$ cat src/hw/bus_phase_pkg.sv
// Contract
// five phases in fixed order, every access
// phase lengths from selected chip-select timing
// setup 1-2 periods, plus 0-3 on window change
// command delay 0-3 periods, zero skips
// write setup or tristate 0 or 1
// access 1 to 32 periods, never zero
// hold 0-3 periods, address and data driven
// ready handshake extends access until ready seen
// count whole periods, advance after count expires
// reset abandons cycle, idle, no strobes
package bus_phase_pkg;
    localparam int NUM_CS = 4;
    localparam int CS_W = 2;
    // register offsets (index = byte address / 4)
    localparam logic [3:0] TIMING_BASE_IDX = 4'h0; // timing config for cs 0..3 at 0..3
    localparam logic [3:0] STATUS_IDX = 4'h4;
    // timing config field positions
    localparam int AB_LSB = 0;      // setup length - 1, 1 bit
    localparam int WIN_LSB = 1;     // window-change extension, 2 bits
    localparam int C_LSB = 3;       // command delay, 2 bits
    localparam int D_LSB = 5;       // write setup / tristate, 1 bit
    localparam int E_LSB = 6;       // access length - 1, 5 bits
    localparam int F_LSB = 11;      // hold, 2 bits
    localparam int RDY_LSB = 13;    // ready handshake enable
    localparam logic [13:0] TIMING_RESET = 14'h0000;
    localparam logic [4:0] WIN_SHIFT = 5'h0C; // address bits above this form the window
    typedef enum logic [2:0] {
        PH_IDLE, PH_SETUP, PH_CMD, PH_WSETUP, PH_ACCESS, PH_HOLD
    } phase_t;
    typedef struct packed {
        logic rdy_en;
        logic [1:0] hold_len;
        logic [4:0] access_m1;
        logic wsetup_len;
        logic [1:0] cmd_len;
        logic [1:0] win_ext;
        logic setup_m1;
    } timing_t;
    typedef struct packed {
        logic [23:0] addr;
        logic [15:0] wdata;
        logic write;
        logic [CS_W-1:0] cs;
    } request_t;
endpackage

$ cat src/hw/bus_phase_timer.sv
// Implementation choices: the address-and-strobe port and the register offsets.
`timescale 1ns/1ps
module bus_phase_timer (
    input wire logic clk, // 40 mhz controller clock
    input wire logic srst, // sync reset, active high
    input wire logic [3:0] reg_addr, // register index
    input wire logic [31:0] reg_wdata, // write data
    input wire logic reg_wr, // write strobe
    input wire logic reg_rd, // read strobe
    output logic [31:0] reg_rdata, // read data, cycle after strobe
    input wire logic req_valid, // access request
    input wire bus_phase_pkg::request_t req, // access fields
    output logic req_ready, // request taken when idle
    output logic done, // one-cycle pulse at end of access
    input wire logic ready_in, // external ready, high = finish
    output bus_phase_pkg::phase_t phase, // current phase
    output logic [23:0] addr_out, // address, held through hold
    output logic [15:0] wdata_out, // write data
    output logic wdata_oe, // write data driven
    output logic [bus_phase_pkg::NUM_CS-1:0] cs_out, // chip selects, high active
    output logic rd_strobe, // read command
    output logic wr_strobe // write command
);
    bus_phase_pkg::timing_t timing_reg [bus_phase_pkg::NUM_CS];
    bus_phase_pkg::phase_t phase_reg, phase_next;
    bus_phase_pkg::request_t cur_reg;
    bus_phase_pkg::timing_t t_cur;
    logic [4:0] cnt_reg, cnt_next;
    logic [23:0] last_win_reg;
    logic [31:0] rdata_reg;
    logic [2:0] setup_len;
    logic win_change;
    logic cnt_last;
    logic take;

    // register decode
    wire is_timing = reg_addr < 4'(bus_phase_pkg::NUM_CS);
    wire [bus_phase_pkg::CS_W-1:0] reg_cs = reg_addr[bus_phase_pkg::CS_W-1:0];
    wire [31:0] rd_mux = is_timing ? {18'h0, timing_reg[reg_cs]} :
        (reg_addr == bus_phase_pkg::STATUS_IDX) ?
        {26'h0, cur_reg.cs, 1'b0, phase_reg} : 32'h0;

    // active timing set follows the latched chip select
    assign t_cur = timing_reg[cur_reg.cs];
    assign take = req_valid && (phase_reg == bus_phase_pkg::PH_IDLE);
    assign req_ready = (phase_reg == bus_phase_pkg::PH_IDLE);
    assign win_change = (req.addr >> bus_phase_pkg::WIN_SHIFT) != last_win_reg;
    assign cnt_last = (cnt_reg == 5'h00);

    // setup length 1 or 2 plus window extension, held as count - 1
    always_comb begin
        setup_len = {2'h0, timing_reg[req.cs].setup_m1};
        if (win_change) begin
            setup_len = setup_len + {1'b0, timing_reg[req.cs].win_ext};
        end
    end

    // phase sequencer, moves on the edge after the count expires
    always_comb begin
        phase_next = phase_reg;
        cnt_next = cnt_reg - 5'h01;
        case (phase_reg)
            bus_phase_pkg::PH_IDLE: begin
                cnt_next = 5'h00;
                if (req_valid) begin
                    phase_next = bus_phase_pkg::PH_SETUP;
                    cnt_next = {2'h0, setup_len};
                end
            end
            bus_phase_pkg::PH_SETUP: begin
                if (cnt_last) begin
                    if (t_cur.cmd_len != 2'h0) begin
                        phase_next = bus_phase_pkg::PH_CMD;
                        cnt_next = {3'h0, t_cur.cmd_len} - 5'h01;
                    end else if (t_cur.wsetup_len) begin
                        phase_next = bus_phase_pkg::PH_WSETUP;
                        cnt_next = 5'h00;
                    end else begin
                        phase_next = bus_phase_pkg::PH_ACCESS;
                        cnt_next = t_cur.access_m1;
                    end
                end
            end
            bus_phase_pkg::PH_CMD: begin
                if (cnt_last) begin
                    if (t_cur.wsetup_len) begin
                        phase_next = bus_phase_pkg::PH_WSETUP;
                        cnt_next = 5'h00;
                    end else begin
                        phase_next = bus_phase_pkg::PH_ACCESS;
                        cnt_next = t_cur.access_m1;
                    end
                end
            end
            bus_phase_pkg::PH_WSETUP: begin
                phase_next = bus_phase_pkg::PH_ACCESS;
                cnt_next = t_cur.access_m1;
            end
            bus_phase_pkg::PH_ACCESS: begin
                if (cnt_last) begin
                    cnt_next = 5'h00;
                    if (!t_cur.rdy_en || ready_in) begin
                        if (t_cur.hold_len != 2'h0) begin
                            phase_next = bus_phase_pkg::PH_HOLD;
                            cnt_next = {3'h0, t_cur.hold_len} - 5'h01;
                        end else begin
                            phase_next = bus_phase_pkg::PH_IDLE;
                        end
                    end
                end
            end
            bus_phase_pkg::PH_HOLD: begin
                if (cnt_last) begin
                    phase_next = bus_phase_pkg::PH_IDLE;
                    cnt_next = 5'h00;
                end
            end
            default: begin
                phase_next = bus_phase_pkg::PH_IDLE;
                cnt_next = 5'h00;
            end
        endcase
    end

    // access finishes when leaving access or hold toward idle
    assign done = (phase_reg != bus_phase_pkg::PH_IDLE) &&
        (phase_next == bus_phase_pkg::PH_IDLE);

    // sequencer state, reset abandons the cycle
    always_ff @(posedge clk) begin
        if (srst) begin
            phase_reg <= bus_phase_pkg::PH_IDLE;
            cnt_reg <= 5'h00;
        end else begin
            phase_reg <= phase_next;
            cnt_reg <= cnt_next;
        end
    end

    // latch request and remember address window
    always_ff @(posedge clk) begin
        if (srst) begin
            cur_reg <= '0;
            last_win_reg <= 24'h000000;
        end else if (take) begin
            cur_reg <= req;
            last_win_reg <= req.addr >> bus_phase_pkg::WIN_SHIFT;
        end
    end

    // timing configuration registers and read port
    always_ff @(posedge clk) begin
        if (srst) begin
            for (int i = 0; i < bus_phase_pkg::NUM_CS; i++) begin
                timing_reg[i] <= bus_phase_pkg::TIMING_RESET;
            end
            rdata_reg <= 32'h0;
        end else begin
            if (reg_wr && is_timing) begin
                timing_reg[reg_cs] <= reg_wdata[13:0];
            end
            rdata_reg <= reg_rd ? rd_mux : 32'h0;
        end
    end
    assign reg_rdata = rdata_reg;

    // pin outputs from flip-flops, derived from next phase
    logic busy_next;
    assign busy_next = phase_next != bus_phase_pkg::PH_IDLE;
    logic [23:0] addr_reg;
    logic [15:0] wd_reg;
    logic wd_oe_reg, rd_reg, wr_reg;
    logic [bus_phase_pkg::NUM_CS-1:0] cs_reg;
    bus_phase_pkg::request_t src;
    assign src = take ? req : cur_reg;
    wire in_cmd = (phase_next == bus_phase_pkg::PH_ACCESS);
    always_ff @(posedge clk) begin
        if (srst) begin
            addr_reg <= 24'h000000;
            wd_reg <= 16'h0000;
            wd_oe_reg <= 1'b0;
            cs_reg <= '0;
            rd_reg <= 1'b0;
            wr_reg <= 1'b0;
        end else begin
            addr_reg <= busy_next ? src.addr : addr_reg;
            wd_reg <= src.wdata;
            wd_oe_reg <= busy_next && src.write && (phase_next != bus_phase_pkg::PH_SETUP);
            cs_reg <= busy_next ? (bus_phase_pkg::NUM_CS)'(1 << src.cs) : '0;
            rd_reg <= in_cmd && !src.write;
            wr_reg <= in_cmd && src.write;
        end
    end
    assign phase = phase_reg;
    assign addr_out = addr_reg;
    assign wdata_out = wd_reg;
    assign wdata_oe = wd_oe_reg;
    assign cs_out = cs_reg;
    assign rd_strobe = rd_reg;
    assign wr_strobe = wr_reg;
endmodule

$ cat config.mk
export PLATFORM = sky130hd
export DESIGN_NAME = bus_phase_timer
export DESIGN_NICKNAME = d
export VERILOG_FILES = /design/src/hw/bus_phase_pkg.sv /design/src/hw/bus_phase_timer.sv
export SDC_FILE = /design/constraint.sdc
export NUM_CORES = 1
export LEC_CHECK = 0
export BUFFER_PORTS_ARGS = -buffer_cell sky130_fd_sc_hd__buf_2
export CAP_MARGIN = 30
export CORE_MARGIN = 2
export CORE_UTILIZATION = 50
export DETAILED_ROUTE_END_ITERATION = 8
export GPL_TIMING_DRIVEN = 0
export HOLD_SLACK_MARGIN = 0.15
export PLACE_DENSITY = 0.72
export SLEW_MARGIN = 20
export SYNTH_ARGS = -nofsm -noshare
export SYNTH_HDL_FRONTEND = slang
export SYNTH_SLANG_ARGS = --single-unit
$ cat constraint.sdc
create_clock -name clk -period 2.8 [get_ports clk]
set_clock_uncertainty 0.15 [all_clocks]
set_input_delay 0.42 -clock clk [delete_from_list [all_inputs] [get_ports clk]]
set_output_delay 0.42 -clock clk [all_outputs]
set_load 0.01 [all_outputs]
== Word-level counts from Yosys, hierarchy flattened ==
Memories as Yosys holds them, arrays and structs flattened. A register that Yosys moved wholly into a read port is not among the register bits.
Cells that the tools add are included.
Operators by class
  add/subtract/negate cells: 4
  $lt $le $gt $ge: 1
  equal/unequal tests: 9
  shift-type cells: 1
  muxes and demuxes: 33
  bitwise logic cells: 2
  reductions and logical operators: 21
Operators by type and width (count)
  $mux 43: 1
  $mux 5: 8
  $mux 3: 11
  $pmux 5 s6: 1
  $mux 14: 2
  $pmux 3 s6: 1
  $reduce_or 14->1: 1
  $ne 12x12->1: 1
  $eq 3x3->1 const B: 3
  $logic_and 1x1->1: 7
  $eq 3x2->1 const B: 2
  $logic_not 3->1: 2
  $mux 1: 6
  $mux 6: 1
  $reduce_bool 3->1: 2
  $sub 2x1->3 const B: 2
  $logic_not 5->1: 1
  $sub 5x1->5 const B: 1
  $eq 4x3->1 const B: 1
  $lt 4x3->1 const B: 1
  $mux 2: 2
  $reduce_bool 2->1: 2
  $reduce_or 2->1: 2
  $shl 1x2->4 const A: 1
  other kinds (7): 9
Word-level totals
  register bits after elaboration: 126
  memory bits (writable): 56
  input port bits: 85
  output and inout port bits: 84
  logic and storage cells: 86
  memories: 1
Memory list
  timing_reg: words 4, width 14, rd ports 3, clocked after memory_dff 1, wr ports 4, line bus_phase_timer.sv:24  | bus_phase_pkg::timing_t timing_reg [bus_phase_pkg::NUM_CS];

== Depth between registers and ports, before layout ==
Gate-level depths: netlist of run 1.
  word-level depth: 8
  depth in mapped cells: 10

== Worst setup path after synthesis of run 1 ==
No wires, ideal clock.
  path kind: register to output
  start: reg cnt_reg[0]
  end: out done
  arrival time: 2.181 ns
  data required time: 2.230 ns
  slack: 0.049 ns
  cell stages (with the launch flop): 11
  path through: dfxtp_1 > inv_1 > ha_1 > or4b_1 > buf_4 > a221oi_4 > a221o_1 > and3_2 > nand2_4 > buf_6 > nor2_1
Between the ends
  word-level cells in the longest chain between the ends: 5
  elaborated cells on any way between the ends: 8
RTL lines
  start, declared: line bus_phase_timer.sv:28  | logic [4:0] cnt_reg, cnt_next;
  start signal, assigned: line bus_phase_timer.sv:136  | cnt_reg <= cnt_next;
  $logic_not 5->1 (*): line bus_phase_timer.sv:48  | assign cnt_last = (cnt_reg == 5'h00);
  $mux 3 (on tied branches)
  $pmux 3 s6 (*): line bus_phase_timer.sv:62  | case (phase_reg)
  $logic_not 3->1 (*): line bus_phase_timer.sv:127  | (phase_next == bus_phase_pkg::PH_IDLE);
  $logic_and 1x1->1 (*): line bus_phase_timer.sv:126  | assign done = (phase_reg != bus_phase_pkg::PH_IDLE) &&
  end, declared: line bus_phase_timer.sv:14  | output logic done,
Mark *: on every way between the ends. The rest lies on a longest branch, timed or not.

==> summary.txt, run 1 <==
Synth
  – Syn avg cell area: approximately 11 um2
  – Synth Cell Area: between 7000 and 8000 um2
  – Number of flops mapped to enable cells by yosys: 56
  – Post-synthesis compound-gate area fraction: roughly 7.8%
  – Mux share of post-synthesis cell area: 13.8%
  – Ys flop type: dfxtp_1
  – Largest family of logic cells by synthesized area: simple AND/OR/NAND/NOR gates
  – Post-synthesis simple-gate area fraction: 16.2%
  – Cells after Synth: 672
  – Post-synthesis adder-cell area fraction: 0.516%
  – Yosys reg bits: 164
  – Asr flop ratio synth: 0%
  – Xor-xnor portion of the synthesized cell area: about 1.8%
  – Unique masters post-synth: 56
  – Synth Warn #: 0
  – Seq/Total Area, Yosys: 52.9%

GRT
  – Largest net degree at the start of global routing: 17
  – Met3 usage: 5.63%
  – Global-route wire length before repair: between 20 and 30 mm
  – Vias in the first global route: 5,889
  – Initial antenna violation count: 0
  – Met2 GRT Util: 42.2%
  – Met1 Use GR: a little under a third
  – Global-route usage over all layers: between 20% and 30%
  – Total gr overflow: 0
  – Gr busiest metal: met2

Clock tree
  – Htree depth: 4
  – Num CTS Buffers: 17
  – Clk Latency, worst-skew pair: 430 ps
  – Clock sink count: approximately 160
  – CTS tree: built
  – Clk pin slew, worst setup/hold paths: 70 ps
  – CTS root buf: clkbuf_16
  – CTS max path bufs: 2

Place
  – I/O Buffers: 130
  – Post-detail-place hpwl: 13.0 mm
  – GPL Wtd Cong: 0.893
  – Pre-CTS setup slack: -514 ps

Timing
  – Fin. max-slew vios: 0
  – Final worst path period share: 118%
  – Worst slew pin tran: 863 ps
  – Final hold vios: 0
  – Peak Freq: 0.303 GHz
  – RSZ-0062 raised after global routing: yes
  – Final setup margin: -496 ps
  – Hold Slack: around 160 ps
  – Max-Slew Margin vs Limit: 42.5%
  – Final min period: 3300 ps
  – Final setup violation count: 19

Drt
  – Post-Route WL: 19.2 mm
  – Vias: roughly 5,800
  – Final ANT Viol Nets: 0
  – First drt pass iteration count: 6
  – Wire length per cell: 17.4 um
  – Number of remaining DRC errors: 0
  – Drt via density: between 5 and 6
  – Initial detailed-routing violation count: 342

Critical path
  – CP required: 2230 ps
  – Worst Setup Start Kind: flip-flop
  – CP endpoint kind: output port
  – Worst-path fanout max: 4
  – CP arrival: 2730 ps
  – Critical path class: reg2out
  – Worst Reg-to-Reg Cells: 11

Power
  – Total Power: between 0.009 and 0.01 W
  – NetSw: 0.00312 W
  – Cell Pwr Density: just under 1000 nW/um2
  – Lkg Pwr: 4.14 nW
  – Logic pwr share: a little over two fifths
  – Cell-internal power: 0.00607 W
  – Max VDD drop: 0.542 mV
  – Clock share of power: 24.3%
  – Sw Share: around 34%
  – Seq pwr share: 34.1%

Job
  – Total of max-cap violations: 0

Finish
  – Max reg flops: 56
  – Fill count: approximately 1,100
  – Antenna diodes: 0
  – Post-layout nets: about 990
  – Commonest non-fill, non-tap cell in the layout: buf_2
  – Most frequent cells in the layout: buf_2, nand2_1, dfxtp_1
  – Multi-input logic area: 3040 um2
  – Area grow syn2layout: 31.5%
  – Share of layout cells above drive strength 1: 33.9%
  – Register area: 3850 um2

Die
  – Row cnt: 44
  – Core area: 14,400 um2
  – Die W: 125 um
  – Starting Density: 50.6%
  – Io pins: 169
  – Die H: 125 um
  – Die area: ~16,000 um2

Hold path
  – Worst hold path stage count: 3
  – Worst Hold Class: in2reg

Run status
  – Violated checks: negative setup slack
  – Status: finished, violations left
[final timing paths]
| check | start | endpoint | slack [ps] |
|---|---|---|---|
| setup / recovery | cur_reg[0]$_SDFF_PP0_ | done | -500 |
| hold / removal | req[32] | last_win_reg[1]$_SDFFE_PP0P_ | 160 |
| setup reg to reg | cur_reg[0]$_SDFF_PP0_ | addr_out[14]$_SDFFE_PP0N_ | -250 |
| hold reg to reg | wdata_out[0]$_SDFFE_PP0P_ | wdata_out[0]$_SDFFE_PP0P_ | 310 |
[critical path, stage by stage (launching register included)]
cell and delay, ps:
dfxtp_2 330, buf_6 120, buf_12 110, mux4_2 550
nor2_4 140, and3b_2 250, nor4_4 350, nand2_4 90
buf_12 140, nor2_4 110, buf_6 120
[power groups by stage]
stage                     combinational [W]  clock [W]  sequential [W]
after CTS                           0.00369    0.00225         0.00312
after floorplan                     0.00205          0         0.00321
after detailed placement            0.00298          0         0.00317
after global placement              0.00293          0         0.00314
after global routing                0.00409    0.00235         0.00318
final                               0.00383    0.00223         0.00313
[metal layers]
layer / vias to the layer above / routed length, um
met3: 50 / 1220
met1: 2718 / 7870
met2: 250 / 9460
met5: - / 0
li1: 2740 / -
met4: 0 / 624
[cell families after synthesis]
| logic type | after synthesis |
|---|---|
| fa+ha+maj | 3 |
| simple gates | 251 |
| other cells | 1 |
| mux | 57 |
| compound gates | 89 |
| buf+inv | 92 |
| xor+xnor | 15 |
| flops | 164 |
[metrics by stage]
| stage | instances | util, % | instance area [um2] | TNS (ps) |
|---|---|---|---|---|
| finish | 1102 | 66.5 | 9560 | -2950 |
| global route | 1102 | 66.5 | 9560 | -4740 |
| CTS | 1097 | 66.0 | 9490 | -3480 |
| detailed placement | 1003 | 57.2 | 8210 | -22770 |
| global placement | 1003 | 57.2 | 8210 | -18420 |
| floorplan | 689 | - | 7330 | 0 |
[cells in the mapped netlist (all sizes together) (2+ instances only)]
| cell type | n | area [um2] |
|---|---|---|
| a21oi | 58 | 290 |
| ha | 3 | 37.5 |
| and3 | 4 | 26.3 |
| a22o | 6 | 52.6 |
| a32oi | 2 | 17.5 |
| and2 | 10 | 62.6 |
| nand4 | 5 | 31.3 |
| nand3 | 3 | 15.0 |
| clkbuf | 23 | 86.3 |
| mux2i | 3 | 30.0 |
| edfxtp | 56 | 1680 |
| nor2b | 32 | 200 |
| mux2 | 27 | 364 |
| nand2b | 5 | 31.3 |
| nand2 | 115 | 439 |
| xor2 | 3 | 26.3 |
| buf | 50 | 352 |
| nor3 | 7 | 35.0 |
| a211oi | 3 | 27.5 |
| nor3b | 2 | 15.0 |
| mux4 | 27 | 608 |
| inv | 19 | 71.3 |
| nor2 | 61 | 239 |
| o21ai | 3 | 15.0 |
| dfxtp | 108 | 2160 |
| a21o | 5 | 37.5 |
| a32o | 2 | 20.0 |
| xnor2 | 12 | 105 |
[cell type report]
class / instances / share of cell area, %
repair buffers: 198 / 13.9
multi-input cells: 433 / 31.8
plain buffers: 72 / 4.87
inverters: 19 / 0.746
flip-flops and latches: 164 / 40.2
clock buffers: 18 / 4.71
well taps: 184 / 2.41
clock inverters: 14 / 1.24
[what timing repair did]
item	CTS	global route
cloned	1	0
buffers inserted	20	9
hold buffers	41	0
resized for setup	28	14
endpoints found under the hold margin	44	0
setup endpoints to repair	52	38
pin swaps	4	3
Power figures use the tool's default switching activity.
==> inputs of run 2 (changes only) <==
BUFFER_PORTS_ARGS = -buffer_cell sky130_fd_sc_hd__buf_4   (was -buffer_cell sky130_fd_sc_hd__buf_2)
CTS_CLUSTER_DIAMETER = 120   (was default)
==> summary.txt, run 2 (synthesized netlist as in run 1, its figures left out) <==
Hold path
  – Worst Hold Class: in2reg

Clock tree
  – Clk Latency, worst-skew pair: 440 ps
  – CTS tree: built
  – CTS max path bufs: 2
  – Clk pin slew, worst setup/hold paths: 70 ps
  – Clock sink count: 164
  – Num CTS Buffers: 17
  – CTS root buf: clkbuf_16
  – Htree depth: 4

Critical path
  – CP max-delay cell: mux4_2
  – CP cell instances: buf_6 -> buf_12 -> mux4_2 -> nor2_2 -> and3b_2 -> nor4_4 -> buf_4 -> nand2_8 -> buf_8 -> nor2_4 -> buf_6
  – CP arrival: 2720 ps
  – Worst Setup Start Kind: flip-flop
  – CP bufs+invs: 5
  – Max incr delay on CP: 540 ps
  – Delay-heaviest family, CP: simple AND/OR/NAND/NOR gates
  – CP required: 2230 ps
  – Most used cell, CP: buf_6
  – Critical path class: reg2out
  – Worst-path fanout max: 3
  – CP endpoint kind: output port

Finish
  – Post-route core utilization: between 60 and 70%
  – Area grow syn2layout: 37.0%
  – Commonest non-fill, non-tap cell in the layout: buf_4
  – Max reg flops: 56
  – Fill count: 1,057
  – Share of layout cells above drive strength 1: 34.5%
  – Post-layout nets: between 900 and 1,000
  – Most frequent cells in the layout: buf_4, nand2_1, dfxtp_1
  – Post-Layout Cell Count: 1,104

Die
  – Row cnt: 44
  – Die area: 15,500 um2
  – Die H: 125 um
  – Io pins: ~170
  – Core area: 14,400 um2
  – Starting Density: 50.6%
  – Die W: 125 um

Power
  – Max VDD drop: roughly 0.58 mV
  – Lkg Pwr: around 4.2 nW
  – Cell Pwr Density: 973 nW/um2

Drt
  – Initial detailed-routing violation count: 335
  – Vias: between 5,000 and 6,000
  – Number of remaining DRC errors: 0
  – Drt via density: ~5.3
  – Final ANT Viol Nets: 0
  – Wire length per cell: 17.6 um
  – First drt pass iteration count: 5
  – Post-Route WL: 19.4 mm

Place
  – Post-detail-place hpwl: 13.1 mm
  – GPL Wtd Cong: 0.849
  – Pre-CTS setup slack: -480 ps
  – I/O Buffers: 130
  – Cell Count Post-Placement: approximately 1,000

GRT
  – Largest net degree at the start of global routing: 17
  – Met1 Use GR: 31.9%
  – Vias in the first global route: 5,924
  – Global-route usage over all layers: 25.2%
  – Global-route wire length before repair: 30.7 mm
  – Gr busiest metal: met2
  – Met3 usage: 6.23%
  – Initial antenna violation count: 1
  – Total gr overflow: 0
  – Met2 GRT Util: 42.7%

Timing
  – Final min period: between 3000 and 4000 ps
  – Peak Freq: 0.304 GHz
  – Final worst path period share: 118%
  – Final setup margin: -492 ps
  – RSZ-0062 raised after global routing: yes
  – Worst slew pin tran: between 800 and 900 ps
  – Max-Slew Margin vs Limit: 41.2%
  – Hold Slack: 161 ps
  – Final hold vios: 0
  – Final setup violation count: 27
  – Fin. max-slew vios: 0

Run status
  – Status: finished, violations left
  – Violated checks: negative setup slack

Job
  – Total of max-cap violations: 0
==> run 2: cell types whose count changed in the layout (fill, tap and decap cells not counted), sizes merged <==
cell         previous run  this run
dlygate4sd3            41        39
buf                   204       206
clkinvlp                2         1
inv                    25        24
clkbuf                 42        46
bufinv                  0         1
bufbuf                  1         0
diode                   0         1
clkinv                  6         5
==> run 2: worst min-delay path, stage by stage <==
cell and delay, ps:
buf_4 120, nand2_1 90, a21oi_1 70
==> run 2: area by class of cell <==
class	count	area, um2	share of cell area (%)
diodes	1	2.50	0.0251
plain buffers	73	478	4.80
clock buffers	20	489	4.91
clock inverters	12	111	1.12
inverters	19	71.3	0.716
multi-input cells	433	3070	30.9
flip-flops and latches	164	3850	38.7
well taps	184	230	2.31
repair buffers	198	1650	16.6
==> run 2: routing by layer <==
metal | share of wire [%] | routed length (um)
met1 | 41 | 8020
met2 | 50 | 9630
met3 | 6.8 | 1320
met4 | 2.2 | 420
met5 | 0 | 0
==> run 2: worst paths after layout <==
check	from	slack, ps	cells after the start	to
hold reg to reg	wdata_out[8]$_SDFFE_PP0P_	310	2	wdata_out[8]$_SDFFE_PP0P_
hold / removal	req[36]	160	3	last_win_reg[5]$_SDFFE_PP0P_
setup / recovery	cur_reg[0]$_SDFF_PP0_	-490	11	done
setup reg to reg	cur_reg[0]$_SDFF_PP0_	-150	12	addr_out[7]$_SDFFE_PP0N_
==> run 2: metrics by stage <==
step | power [W] | cell area [um2] | setup TNS [ps]
after floorplan | 0.00526 | 7330 | 0
after global placement | 0.00626 | 8540 | -18010
after detailed placement | 0.00632 | 8540 | -22770
after CTS | 0.00935 | 9810 | -1840
after global routing | 0.0101 | 9950 | -4930
final | 0.00968 | 9950 | -3490
==> run 2: where the power goes <==
| group | total [W] | switching, W | leakage [nW] | internal, W |
|---|---|---|---|---|
| Clock | 0.00235 | 0.000982 | 0.300 | 0.00136 |
| Combinational | 0.00420 | 0.00197 | 2.52 | 0.00222 |
| Sequential | 0.00314 | 0.000237 | 1.42 | 0.00291 |
==> run 2: what timing repair did <==
item,in CTS,in global routing
pin swaps,7,4
cloned,1,0
gates resized for setup,30,25
hold endpoints to repair,40,0
setup buffers,18,11
hold buffers,39,0
endpoints found under the setup margin,48,38
